[src/core/pbf_defines.svh]
// constants for the packet buffer frame engine
`ifndef PBF_DEFINES_SVH
`define PBF_DEFINES_SVH

// word indices and byte sizes inside one packet
`define PBF_STATUS_IDX 10'h000
`define PBF_COUNT_IDX 10'h001
`define PBF_DATA_IDX 10'h002
`define PBF_DATA_OFFSET 12'h004
`define PBF_PAGE_BYTES 12'h800
`define PBF_MAX_DATA 12'h7FB
`define PBF_CRC_BYTES 12'h004
`define PBF_TRL_ODD 12'h005
`define PBF_TRL_EVEN 12'h006
`define PBF_HDR_WORDS 11'h003
`define PBF_DA_BYTES 12'h006

// on-wire length limits
`define PBF_MIN_FRAME 12'h040
`define PBF_MAX_FRAME 12'h5EE

// control byte fields
`define PBF_TXC_ODD 5
`define PBF_TXC_CRC 4
`define PBF_RXC_BASE 8'h40
`define PBF_RXC_ODD 5

// receive status word fields
`define PBF_ST_ALGN 15
`define PBF_ST_BCAST 14
`define PBF_ST_RX_BAD_CHECKSUM 13
`define PBF_ST_ODD 12
`define PBF_ST_LONG 11
`define PBF_ST_SHORT 10
`define PBF_ST_HASH_LSB 1
`define PBF_ST_MCAST 0

// reflected ethernet checksum
`define PBF_CRC_POLY 32'hEDB88320
`define PBF_CRC_INIT 32'hFFFFFFFF
`define PBF_CRC_RESIDUE 32'hDEBB20E3

`endif

[src/core/pbf_pkg.sv]
// types for the packet buffer frame engine
`default_nettype none
package pbf_pkg;
  typedef logic [9:0] pbf_waddr_t;
  typedef enum logic [1:0] {RX_RECV, RX_CTRL, RX_COUNT, RX_STAT} pbf_rx_st_t;
  typedef enum logic [3:0] {
    TX_IDLE, TX_CNT, TX_CNTW, TX_CTL, TX_CTLW, TX_WD, TX_WW,
    TX_LO, TX_HI, TX_ODD, TX_CRC, TX_FIN
  } pbf_tx_st_t;
  typedef struct packed {
    logic [31:0] crc;
  } pbf_crc_state_t;
endpackage
`default_nettype wire

[src/core/pbf_crc_if.sv]
// checksum engine request and result bundle
`default_nettype none
interface pbf_crc_if;
  logic init;
  logic en;
  logic [7:0] data;
  logic [31:0] crc;
  modport user (output init, output en, output data, input crc);
  modport engine (input init, input en, input data, output crc);
endinterface
`default_nettype wire

[src/core/pbf_crc32.sv]
// byte-wide reflected checksum engine
`default_nettype none
`include "pbf_defines.svh"
module pbf_crc32 (
  input wire logic sys_clk_i,
  input wire logic arst_n_i,
  input wire logic ce_i,
  pbf_crc_if.engine crc_if
);
  import pbf_pkg::*;

  pbf_crc_state_t s_q;
  pbf_crc_state_t s_d;

  always_comb
  begin
    logic [31:0] c;
    c = crc_if.init ? `PBF_CRC_INIT : s_q.crc;
    if (crc_if.en)
    begin
      for (int i = 0; i < 8; i++)
      begin
        c = (c >> 1) ^ ((c[0] ^ crc_if.data[i]) ? `PBF_CRC_POLY : 32'h0);
      end
    end
    s_d.crc = c;
  end

  always_ff @(posedge sys_clk_i or negedge arst_n_i)
  begin
    if (!arst_n_i)
      s_q <= '0;
    else if (ce_i)
      s_q <= s_d;
  end

  assign crc_if.crc = s_q.crc;
endmodule
`default_nettype wire

[src/core/pbf_frame_engine.sv]
// packet buffer frame writer (receive) and reader (transmit)
//
// Overview of operation
// - packets: status word, count word, then data
// - received checksum stored right after data, then control
// - count halved equals packet word total
// - strip option drops checksum from count
// - packet never exceeds one 2048 byte page
// - receive count even; odd flag marks last byte
// - transmit count bit zero treated as zero
// - data starts at byte four, max 2043
// - length/type field passed through untouched
// - odd flag decides whether last byte goes
// - per-packet checksum flag honoured only when suppressed
// - receive control byte: bit6 one, odd bit5
// - receive status written into first word
// - alignment error; bad checksum or receive error
// - broadcast flag set for broadcast frames
// - too long above 1518, too short below 64
// - six-bit hash from checksum over destination
// - hash 5:3 picks byte, 2:0 picks bit
// - multicast flag; table hit accepts frame
// - device writes status/results, host writes transmit
`default_nettype none
`include "pbf_defines.svh"
module pbf_frame_engine #(
  parameter logic [11:0] MIN_FRAME = `PBF_MIN_FRAME,
  parameter logic [11:0] MAX_FRAME = `PBF_MAX_FRAME
) (
  input wire logic sys_clk_i,
  input wire logic arst_n_i,
  input wire logic ce_i,
  input wire logic rx_valid_i,
  input wire logic [7:0] rx_data_i,
  input wire logic rx_last_i,
  input wire logic rx_er_i,
  input wire logic rx_align_err_i,
  input wire logic rx_checksum_strip_i,
  input wire logic rx_filter_pass_i,
  input wire logic [63:0] mcast_table_i,
  output logic rxm_we_o,
  output pbf_pkg::pbf_waddr_t rxm_addr_o,
  output logic [15:0] rxm_wdata_o,
  output logic rx_done_o,
  output logic rx_accept_o,
  input wire logic tx_start_i,
  input wire logic tx_auto_checksum_suppress_i,
  input wire logic [15:0] tx_status_i,
  output logic txm_rd_o,
  output logic txm_we_o,
  output pbf_pkg::pbf_waddr_t txm_addr_o,
  output logic [15:0] txm_wdata_o,
  input wire logic [15:0] txm_rdata_i,
  output logic tx_valid_o,
  output logic [7:0] tx_data_o,
  output logic tx_last_o,
  input wire logic tx_ready_i,
  output logic tx_done_o
);
  import pbf_pkg::*;

  // -------------------------------------------------------------------
  // state
  // -------------------------------------------------------------------
  typedef struct packed {
    pbf_rx_st_t rst;
    logic [11:0] n;
    logic [11:0] dlen;
    logic capped;
    logic [7:0] lo;
    logic [39:0] hist;
    logic er;
    logic algn;
    logic bcast;
    logic mcast;
    logic [5:0] hash;
    logic we;
    pbf_waddr_t waddr;
    logic [15:0] wdata;
    logic done;
    logic accept;
    pbf_tx_st_t tst;
    logic [10:0] tcnt;
    logic [7:0] tctl;
    logic [7:0] todd;
    logic [15:0] tword;
    logic [1:0] ci;
    logic rd;
    logic twe;
    pbf_waddr_t taddr;
    logic [15:0] twd;
    logic tv;
    logic [7:0] tb;
    logic tlast;
    logic tdone;
  } pbf_top_state_t;

  pbf_top_state_t s_q;
  pbf_top_state_t s_d;

  pbf_crc_if rxc ();
  pbf_crc_if txc ();

  pbf_crc32 u_rx_crc (
    .sys_clk_i(sys_clk_i),
    .arst_n_i(arst_n_i),
    .ce_i(ce_i),
    .crc_if(rxc.engine)
  );

  pbf_crc32 u_tx_crc (
    .sys_clk_i(sys_clk_i),
    .arst_n_i(arst_n_i),
    .ce_i(ce_i),
    .crc_if(txc.engine)
  );

  // -------------------------------------------------------------------
  // next state
  // -------------------------------------------------------------------
  always_comb
  begin
    logic [11:0] nt;
    logic [11:0] d0;
    logic [7:0] lastb;
    logic [31:0] fcs;
    logic can;
    logic append;
    logic odd;
    nt = '0;
    d0 = '0;
    lastb = '0;
    fcs = ~txc.crc;
    can = !s_q.tv || tx_ready_i;
    append = !tx_auto_checksum_suppress_i || s_q.tctl[`PBF_TXC_CRC];
    odd = s_q.tctl[`PBF_TXC_ODD];
    s_d = s_q;
    s_d.we = 1'b0;
    s_d.done = 1'b0;
    s_d.rd = 1'b0;
    s_d.twe = 1'b0;
    s_d.tdone = 1'b0;
    if (tx_ready_i)
    begin
      s_d.tv = 1'b0;
      s_d.tlast = 1'b0;
    end
    rxc.init = (s_q.n == 12'h000);
    rxc.en = (s_q.rst == RX_RECV) && rx_valid_i;
    rxc.data = rx_data_i;
    txc.init = 1'b0;
    txc.en = 1'b0;
    txc.data = 8'h00;

    // -----------------------------------------------------------------
    // receive: bytes are stored raw, length/type is never looked at
    // -----------------------------------------------------------------
    case (s_q.rst)
      RX_RECV:
      begin
        if (rx_valid_i)
        begin
          nt = (s_q.n == 12'hFFF) ? s_q.n : s_q.n + 12'h001;
          s_d.n = nt;
          s_d.hist = {s_q.hist[31:0], rx_data_i};
          s_d.er = ((s_q.n == 12'h000) ? 1'b0 : s_q.er) | rx_er_i;
          s_d.algn = ((s_q.n == 12'h000) ? 1'b0 : s_q.algn)
            | rx_align_err_i;
          if (s_q.n < `PBF_DA_BYTES)
            s_d.bcast = ((s_q.n == 12'h000) ? 1'b1 : s_q.bcast)
              & (rx_data_i == 8'hFF);
          if (s_q.n == 12'h000)
            s_d.mcast = rx_data_i[0];
          if (s_q.n == `PBF_DA_BYTES)
            s_d.hash = rxc.crc[31:26];
          // bytes past the page limit are dropped, checks still run
          if (s_q.n < `PBF_MAX_DATA)
          begin
            if (!s_q.n[0])
              s_d.lo = rx_data_i;
            else
            begin
              s_d.we = 1'b1;
              s_d.waddr = `PBF_DATA_IDX + s_q.n[10:1];
              s_d.wdata = {rx_data_i, s_q.lo};
            end
          end
          if (rx_last_i)
          begin
            d0 = rx_checksum_strip_i ? nt - `PBF_CRC_BYTES : nt;
            s_d.capped = (d0 > `PBF_MAX_DATA);
            s_d.dlen = (d0 > `PBF_MAX_DATA) ? `PBF_MAX_DATA : d0;
            s_d.rst = RX_CTRL;
          end
        end
      end
      RX_CTRL:
      begin
        // with stripping and no capping the last data byte sits four bytes back
        lastb = (rx_checksum_strip_i && !s_q.capped) ?
          s_q.hist[39:32] : s_q.lo;
        s_d.we = 1'b1;
        s_d.waddr = `PBF_DATA_IDX + s_q.dlen[10:1];
        s_d.wdata[15:8] = `PBF_RXC_BASE;
        s_d.wdata[8 + `PBF_RXC_ODD] = s_q.dlen[0];
        s_d.wdata[7:0] = s_q.dlen[0] ? lastb : 8'h00;
        s_d.rst = RX_COUNT;
      end
      RX_COUNT:
      begin
        s_d.we = 1'b1;
        s_d.waddr = `PBF_COUNT_IDX;
        s_d.wdata = {4'h0, s_q.dlen[0] ? s_q.dlen + `PBF_TRL_ODD
          : s_q.dlen + `PBF_TRL_EVEN};
        s_d.rst = RX_STAT;
      end
      RX_STAT:
      begin
        s_d.we = 1'b1;
        s_d.waddr = `PBF_STATUS_IDX;
        s_d.wdata = 16'h0000;
        s_d.wdata[`PBF_ST_ALGN] = s_q.algn;
        s_d.wdata[`PBF_ST_BCAST] = s_q.bcast;
        s_d.wdata[`PBF_ST_RX_BAD_CHECKSUM] = (rxc.crc != `PBF_CRC_RESIDUE)
          | s_q.er;
        s_d.wdata[`PBF_ST_ODD] = s_q.dlen[0];
        s_d.wdata[`PBF_ST_LONG] = (s_q.n > MAX_FRAME);
        s_d.wdata[`PBF_ST_SHORT] = (s_q.n < MIN_FRAME);
        s_d.wdata[`PBF_ST_HASH_LSB +: 6] = s_q.hash;
        s_d.wdata[`PBF_ST_MCAST] = s_q.mcast;
        // table bit index equals byte*8+bit of the hash
        s_d.accept = rx_filter_pass_i
          | (s_q.mcast & mcast_table_i[s_q.hash]);
        s_d.done = 1'b1;
        s_d.n = 12'h000;
        s_d.rst = RX_RECV;
      end
      default:
        s_d.rst = RX_RECV;
    endcase

    // -----------------------------------------------------------------
    // transmit: count, then control word, then data words
    // -----------------------------------------------------------------
    case (s_q.tst)
      TX_IDLE:
      begin
        if (tx_start_i)
        begin
          txc.init = 1'b1;
          s_d.rd = 1'b1;
          s_d.taddr = `PBF_COUNT_IDX;
          s_d.tst = TX_CNT;
        end
      end
      TX_CNT:
        s_d.tst = TX_CNTW;
      TX_CNTW:
      begin
        // count bit 0 never reaches the word math
        s_d.tcnt = txm_rdata_i[11:1] - `PBF_HDR_WORDS;
        s_d.rd = 1'b1;
        s_d.taddr = pbf_waddr_t'(txm_rdata_i[11:1] - 11'h001);
        s_d.tst = TX_CTL;
      end
      TX_CTL:
        s_d.tst = TX_CTLW;
      TX_CTLW:
      begin
        s_d.tctl = txm_rdata_i[15:8];
        s_d.todd = txm_rdata_i[7:0];
        s_d.taddr = `PBF_DATA_IDX;
        if (s_q.tcnt == 11'h000)
          s_d.tst = TX_ODD;
        else
        begin
          s_d.rd = 1'b1;
          s_d.tst = TX_WD;
        end
      end
      TX_WD:
        s_d.tst = TX_WW;
      TX_WW:
      begin
        s_d.tword = txm_rdata_i;
        s_d.tst = TX_LO;
      end
      TX_LO:
      begin
        if (can)
        begin
          s_d.tv = 1'b1;
          s_d.tb = s_q.tword[7:0];
          s_d.tlast = 1'b0;
          txc.en = 1'b1;
          txc.data = s_q.tword[7:0];
          s_d.tst = TX_HI;
        end
      end
      TX_HI:
      begin
        if (can)
        begin
          s_d.tv = 1'b1;
          s_d.tb = s_q.tword[15:8];
          s_d.tlast = (s_q.tcnt == 11'h001) && !odd && !append;
          txc.en = 1'b1;
          txc.data = s_q.tword[15:8];
          s_d.tcnt = s_q.tcnt - 11'h001;
          // skip the odd stage when nothing follows, so status comes at once
          if (s_q.tcnt == 11'h001)
            s_d.tst = (odd || append) ? TX_ODD : TX_FIN;
          else
          begin
            s_d.rd = 1'b1;
            s_d.taddr = s_q.taddr + 10'h001;
            s_d.tst = TX_WD;
          end
        end
      end
      TX_ODD:
      begin
        if (!odd)
          s_d.tst = append ? TX_CRC : TX_FIN;
        else if (can)
        begin
          s_d.tv = 1'b1;
          s_d.tb = s_q.todd;
          s_d.tlast = !append;
          txc.en = 1'b1;
          txc.data = s_q.todd;
          s_d.tst = append ? TX_CRC : TX_FIN;
        end
      end
      TX_CRC:
      begin
        if (can)
        begin
          s_d.tv = 1'b1;
          s_d.tb = fcs[8 * s_q.ci +: 8];
          s_d.tlast = (s_q.ci == 2'h3);
          s_d.ci = s_q.ci + 2'h1;
          if (s_q.ci == 2'h3)
            s_d.tst = TX_FIN;
        end
      end
      TX_FIN:
      begin
        // status is written only once the last byte has left
        if (can)
        begin
          s_d.twe = 1'b1;
          s_d.taddr = `PBF_STATUS_IDX;
          s_d.twd = tx_status_i;
          s_d.tdone = 1'b1;
          s_d.ci = 2'h0;
          s_d.tst = TX_IDLE;
        end
      end
      default:
        s_d.tst = TX_IDLE;
    endcase
  end

  // -------------------------------------------------------------------
  // registers
  // -------------------------------------------------------------------
  always_ff @(posedge sys_clk_i or negedge arst_n_i)
  begin
    if (!arst_n_i)
      s_q <= '0;
    else if (ce_i)
      s_q <= s_d;
  end

  // -------------------------------------------------------------------
  // outputs
  // -------------------------------------------------------------------
  assign rxm_we_o = s_q.we;
  assign rxm_addr_o = s_q.waddr;
  assign rxm_wdata_o = s_q.wdata;
  assign rx_done_o = s_q.done;
  assign rx_accept_o = s_q.accept;
  assign txm_rd_o = s_q.rd;
  assign txm_we_o = s_q.twe;
  assign txm_addr_o = s_q.taddr;
  assign txm_wdata_o = s_q.twd;
  assign tx_valid_o = s_q.tv;
  assign tx_data_o = s_q.tb;
  assign tx_last_o = s_q.tlast;
  assign tx_done_o = s_q.tdone;
endmodule
`default_nettype wire

[config.mk]
export PLATFORM = sky130hd
export DESIGN_NAME = pbf_frame_engine
export DESIGN_NICKNAME = d
export VERILOG_FILES = /design/src/core/pbf_pkg.sv /design/src/core/pbf_crc_if.sv /design/src/core/pbf_crc32.sv /design/src/core/pbf_frame_engine.sv
export VERILOG_INCLUDE_DIRS = /design/src /design/src/core
export SDC_FILE = /design/constraint.sdc
export NUM_CORES = 1
export LEC_CHECK = 0
export ABC_AREA = 1
export BUFFER_PORTS_ARGS = -buffer_cell sky130_fd_sc_hd__buf_2
export CAP_MARGIN = 20
export CORE_MARGIN = 1
export CORE_UTILIZATION = 30
export CTS_CLUSTER_SIZE = 14
export DETAILED_ROUTE_END_ITERATION = 7
export GPL_ROUTABILITY_DRIVEN = 0
export HOLD_SLACK_MARGIN = 0.03
export MAX_ROUTING_LAYER = met4
export PLACE_DENSITY = 0.52
export RECOVER_POWER = 25
export SYNTH_ARGS = -nofsm -noshare
export SYNTH_HDL_FRONTEND = slang
export SYNTH_SLANG_ARGS = --single-unit
[constraint.sdc]
create_clock -name sys_clk_i -period 3.31 [get_ports sys_clk_i]
set_input_delay 0.662 -clock sys_clk_i [delete_from_list [all_inputs] [get_ports sys_clk_i]]
set_output_delay 0.662 -clock sys_clk_i [all_outputs]
set_load 0.02 [all_outputs]
# == After elaboration in Yosys (flattened, before gate mapping) ==
# Cells that the tools add are included.
# W data, S select, Z words.
# classes
shift,1
addsub,11
mux,91
n_reduce_logical,40
bitwise_logic,40
eq_ne,34
n_lt_le_gt_ge,6
# op_table
operator,n
$mux W32,20
$xor A31 B32 Y32,16
$mux W112,1
$pmux W27 S4,1
$mux W27,3
$mux W10,8
$mux W8,8
$pmux W10 S5,1
$mux W12,4
$pmux W4 S12,1
$pmux W10 S4,1
$mux W4,9
$ne A32 B32 Y1 const B,1
$not A32 Y32,1
$shiftx A32 B6 Y8,1
$add A12 B3 Y12 const B,2
$gt A12 B11 Y1 const B,2
$ne A2 B2 Y1 const B,12
$pmux W12 S2,1
$pmux W8 S3,1
$reduce_and A4 Y1,6
$pmux W11 S2,1
$add A2 B10 Y10 const A,2
$mux W1,18
other kinds (53),102
# totals
output_inout_bits,68
in_bits,116
reg_bits,264
elab_cells,255

# == Depth between registers and ports, before layout ==
# logic_depth
ltp_word,30
depth_mapped,24
ltp_nobuf,22

# == Modules after synthesis ==
# A second synthesis with hierarchy kept.
# unflattened
hier_cells,2435
area_unflattened_um2,17443.0
# modules_own_cells
module,area_each_um2,instances,seq_area_each_um2,cells_each
pbf_frame_engine,11862.6,1,4879.7,1583
pbf_crc32,2790.2,2,800.8,426

# == Worst setup path after synthesis ==
# No wires, ideal clock.
# synth_timing
path_type,register to register
startpoint,register s_q[190] (netlist bit)
endpoint,register s_q[179] (netlist bit)
path_slack_ns,0.810
stages_incl_launch_ff,22
setup_ns,0.066
path_buffers,1
required_ns,3.244
synth_period_minus_slack_ns,2.500
t_arrival_ns,2.434
cell_sequence,dfrtp_1 -> ha_1 -> nand2_1 -> nor2_2 -> nand2_1 -> buf_6 -> nand2_2 -> nand2_2 -> inv_1 -> ha_1 -> nand2_1 -> nor2_1 -> nand3_1 -> nor2_1 -> nand2_1 -> nand2_1 -> inv_1 -> nor2_1 -> nand3_1 -> nand2_1 -> nand2_4 -> nand2_1
# synth_via
elab_chain_cells,6
word_cells_on_any_way,7
cone_classes,add/sub (2); order compare (1); eq/ne (1); mux (3)
# synth_lines
element,line,source
start: declaration,pbf_frame_engine.sv:98,pbf_top_state_t s_q;
start signal: assignment,pbf_frame_engine.sv:371,s_q <= '0;
start signal: assignment,pbf_frame_engine.sv:373,s_q <= s_d;
$add A12 B1 Y12 or $eq A12 B12 Y1 (tied branches),pbf_frame_engine.sv:163,nt = (s_q.n == 12'hFFF) ? s_q.n : s_q.n + 12'h001;
$mux W12 (*),pbf_frame_engine.sv:163,
$sub A12 B3 Y12 (no line),--,
$mux W12 (*),pbf_frame_engine.sv:190,d0 = rx_checksum_strip_i ? nt - `PBF_CRC_BYTES : nt;
$gt A12 B11 Y1 (no line),--,
$mux W12 (*),pbf_frame_engine.sv:192,s_d.dlen = (d0 > `PBF_MAX_DATA) ? `PBF_MAX_DATA : d0;
# Mark *: on every way between the ends. The rest lies on a longest branch, timed or not.
# A chain may end at the register's enable or synchronous reset.

# == Worst setup path after layout ==
# layout_timing
startpoint,register s_q[84] (netlist bit)
endpoint,"register u_tx_crc.s_q, in the netlist u_tx_crc.crc_if.crc[21]"
# layout_via
elab_chain_cells,16
word_cells_on_any_way,28
cone_classes,eq/ne (3); mux (10); bitwise (13); reduce/logical (2)
# layout_lines
element,line,source
$logic_not A4 Y1,pbf_frame_engine.sv:245,case (s_q.tst)
$mux W1,pbf_frame_engine.sv:245,
$mux W32,pbf_crc32.sv:18,c = crc_if.init ? `PBF_CRC_INIT : s_q.crc;
$xor A31 B32 Y32,pbf_crc32.sv:23,c = (c >> 1) ^ ((c[0] ^ crc_if.data[i]) ? `PBF_CRC_POLY : 32'h0);
$xor A1 B1 Y1,pbf_crc32.sv:23,
$mux W32,pbf_crc32.sv:23,
$xor A31 B32 Y32 (6 in series),pbf_crc32.sv:23,
$xor A1 B1 Y1,pbf_crc32.sv:23,
$mux W32,pbf_crc32.sv:23,
$xor A31 B32 Y32,pbf_crc32.sv:23,
$mux W32 (*),pbf_crc32.sv:19,if (crc_if.en)
end signal: assignment,pbf_crc32.sv:32,s_q <= '0;
end signal: assignment,pbf_crc32.sv:34,s_q <= s_d;
end: declaration,pbf_crc32.sv:12,pbf_crc_state_t s_q;
# Marks and branches as above.

==> results.ini <==
[route]
dr.pass1.iters=5
postRouteAntennaNets=0
viasPerCell=4.96
drtIter0Drc=1351
routedWlPerCell_um=16.2
drc=0
num_vias=17100
wl_um=55700

[cts]
cts.sinks=259
cts_buffers=36
cts_hold_buffers=0
insertion_delay_ns=0.56
cts_root_buf=clkbuf_16
cts_resized=0
cts_buffer_depth=3
cts_setup_buffers=0
h-tree-depth=2
cts.clk_slew.worst_paths_ns=0.05
cts_tree=done

[sta]
fmax_mhz=334
finalHoldViolations=0
maxSlewViolCount=60
timing.slew.headroom_pct=-18.7
fin_crit_sh_pct=90.3
clock_skew_ns=0.0394
tightest_slew_ns=1.78
fin_setup_tns_ns=0
rsz0062_at_grt=no
setup_viol=0
finalCriticalPeriod_ns=2.99
holdWs_ns=0.339

[floorplan]
fp.dieArea_um2=59600
die_w_um=244
die_h_um=244
ioPinCount=184
coreArea_um2=57800
initial_core_util_pct=30.4
num_rows=88

[final_layout]
drive_gt1_share_pct=13.9
fin_cells=3442
area_growth_pct=14.4
num_antenna_cells=0
num-nets-final=2789

[logic_synthesis]
synth-seq-cells=259
synth_ff_type=dfrtp_1
async_flop_share_pct=100
synth_fp_nets=2698
synth_edf_count=0
netlist_instances=2558
ys_warn_count=0
syn_area_um2=17600
syn_avg_cell_area_um2=6.88
ys_types=60
yosysSeqAreaShare_pct=36.8

[run_status]
status=finished, violations left
violations=capacitance limit, slew limit

[pwr]
seq_power_share_pct=30.4
vdd_drop_max_v=0.000496
power.share.combinational_pct=45.9
power.share.clock_pct=23.7
swShare_pct=45.5
p_switching_mw=8.00
p_per_area_nw_per_um2=874
leakage_nw=10.2
internal_power_mw=9.58

[placement]
hpwlAfterDp_um=40700
dp.cells=3376
io_buffer_count=183

[global_routing]
grt_util_all_layers_pct=19.1
grt_pass1_wl_um=89200
antenna_found_initial=0
grt_max_degree=97
grt-ovfl-total=0
grt_pass1_vias=16200

[run]
cap_violations=1

[critical_path]
setup.worst_path.class=reg2reg
cp.required_ns=3.72
start_kind=flip-flop
rr_startpoint=s_q[84]$_DFFE_PN0P_
critPathArrivalTime_ns=3.41
ff2ff_setup_slack_ns=0.32
cp_common_cell=nand2_1
crit_slowest_cell=dfrtp_1
cp_top_family=simple AND/OR/NAND/NOR gates
cp_max_fo=15
crit_buf_inv=0
cp-end-kind=flip-flop
regToRegEndpoint=u_tx_crc.crc_if.crc[21]$_DFFE_PN0P_
slowest_delay_ns=0.49
worstRegToRegCells=13
crit_path_cell_trace=nor2_2, nand3_2, nand2_2, xor2_2, nand2_1, nand2_1, nand2_1, nand2_1, nor2_1, nor2_1, nand2_1, nand2_1, nand2_1

[hold_path]
worstHoldStart=tx_status_i[14]
min_to=txm_wdata_o[14]$_DFFE_PN0P_
whs_path_depth=2
hold_path.class=in2reg

-- worst reg2reg max path, stage by stage (launching register included) --
cell	delay, ns
dfrtp_1	0.49
nor2_2	0.28
nand3_2	0.45
nand2_2	0.31
xor2_2	0.44
nand2_1	0.12
nand2_1	0.22
nand2_1	0.11
nand2_1	0.14
nor2_1	0.06
nor2_1	0.08
nand2_1	0.06
nand2_1	0.05
nand2_1	0.05
-- cells by family after synthesis --
group	synth area share (%)
AOI/OAI and AO/OA	16.0
xor gates and xnor gates	3.50
adders and majority gates	1.71
buffers and inverters	11.0
DFF	36.8
muxes	1.09
and+or+nand+nor	29.8
-- synth_stat cells (all sizes together) (13+ instances only) --
| library cell | number | area (µm²) |
|---|---|---|
| buf | 82 | 578 |
| xor2 | 53 | 487 |
| dfrtp | 259 | 6480 |
| clkbuf | 77 | 289 |
| a22oi | 13 | 97.6 |
| o221ai | 21 | 184 |
| o21bai | 17 | 128 |
| nand4 | 16 | 100 |
| ha | 24 | 300 |
| nand2 | 775 | 3020 |
| inv | 285 | 1070 |
| o22ai | 21 | 131 |
| o21ai | 239 | 1200 |
| a21oi | 104 | 524 |
| nor3 | 20 | 105 |
| a31oi | 24 | 156 |
| mux2 | 17 | 191 |
| nand3 | 157 | 796 |
| xnor2 | 13 | 129 |
| nor2 | 275 | 1100 |
-- power groups by stage --
stage	Combinational, mW	Clock (mW)	Sequential, mW
5_1_grt	9.09	4.41	5.51
2_1_floorplan	6.28	0	5.08
6_report	8.08	4.16	5.35
3_3_place_gp	7.92	0	5.34
3_5_place_dp	7.99	0	5.37
4_1_cts	8.03	4.28	5.33
-- cell usage in the layout (no fill, tap or decap), types with 4 or more instances in the layout --
| cell | count |
|---|---|
| a22oi_1 | 13 |
| nor4_1 | 8 |
| inv_1 | 273 |
| nor2_2 | 13 |
| o221ai_1 | 21 |
| clkbuf_1 | 7 |
| inv_2 | 12 |
| bufinv_16 | 5 |
| a211oi_1 | 4 |
| o211ai_1 | 12 |
| o21a_1 | 4 |
| clkinv_2 | 7 |
| buf_4 | 27 |
| nor2_4 | 5 |
| ha_1 | 24 |
| nor2_1 | 257 |
| o21ai_0 | 237 |
| nand3_1 | 155 |
| nand3b_1 | 4 |
| xor2_1 | 50 |
| dfrtp_1 | 258 |
| nand4_1 | 16 |
| nor3_1 | 18 |
| a21oi_1 | 103 |
| clkbuf_8 | 5 |
| buf_2 | 181 |
| o21bai_1 | 17 |
| nand2_2 | 32 |
| xnor2_1 | 11 |
| nand2_4 | 4 |
| nand2_1 | 739 |
| o32ai_1 | 4 |
| a31oi_1 | 23 |
| o22ai_1 | 21 |
| mux2_2 | 17 |
| clkbuf_16 | 37 |
-- layout make-up --
cell class / count / area, µm²
Clock buffer: 49 / 1020
Tap cell: 765 / 957
Clock inverter: 17 / 256
Timing Repair Buffer: 212 / 1160
Sequential cell: 259 / 6480
Multi-Input combinational cell: 1854 / 9180
Fill cell: 6139 / 37700
Inverter: 286 / 1070
-- sequential cells by signal, summed over array words and instances (netlist names) --
register and flops:
s_q 128, u_rx_crc.crc_if.crc 32, u_tx_crc.crc_if.crc 32, rxm_wdata_o 16, txm_wdata_o 16, rxm_addr_o 10, txm_addr_o 10, tx_data_o 8
rx_accept_o 1, rx_done_o 1, rxm_we_o 1, tx_last_o 1, tx_valid_o 1, txm_rd_o 1, txm_we_o 1
-- through the flow --
step | utilization, % | setup slack (ns) | area (µm²) | power (mW)
after floorplan | - | 0.810 | 17600 | 11.4
after global placement | 32.7 | 0.302 | 18900 | 13.3
after detailed placement | 32.7 | 0.229 | 18900 | 13.4
after CTS | 34.9 | 0.253 | 20200 | 17.6
after global routing | 34.8 | 0.0502 | 20100 | 19.0
final | 34.8 | 0.319 | 20100 | 17.6
-- routing by layer --
| layer | wire, µm | global-route usage, % |
|---|---|---|
| met3 | 3070 | 2.43 |
| met4 | 1400 | 5.57 |
| met5 | 0 | - |
| met1 | 25900 | 25.7 |
| met2 | 25400 | 29.9 |
-- worst max-delay path by stage --
stage	startpoint	end	slack, ns	cells past startpoint
after detailed placement	tx_ready_i	u_tx_crc.crc_if.crc[21]$_DFFE_PN0P_	0.23	17
after global placement	tx_ready_i	u_tx_crc.crc_if.crc[21]$_DFFE_PN0P_	0.30	17
after global routing	s_q[190]$_DFFE_PN0P_	s_q[185]$_DFFE_PN0P_	0.05	20
after CTS	s_q[188]$_DFFE_PN0P_	s_q[181]$_DFFE_PN0P_	0.25	20
after floorplan	s_q[190]$_DFFE_PN0P_	s_q[179]$_DFFE_PN0P_	0.81	21
final	s_q[84]$_DFFE_PN0P_	u_tx_crc.crc_if.crc[21]$_DFFE_PN0P_	0.32	13
Power figures use the tool's default switching activity.
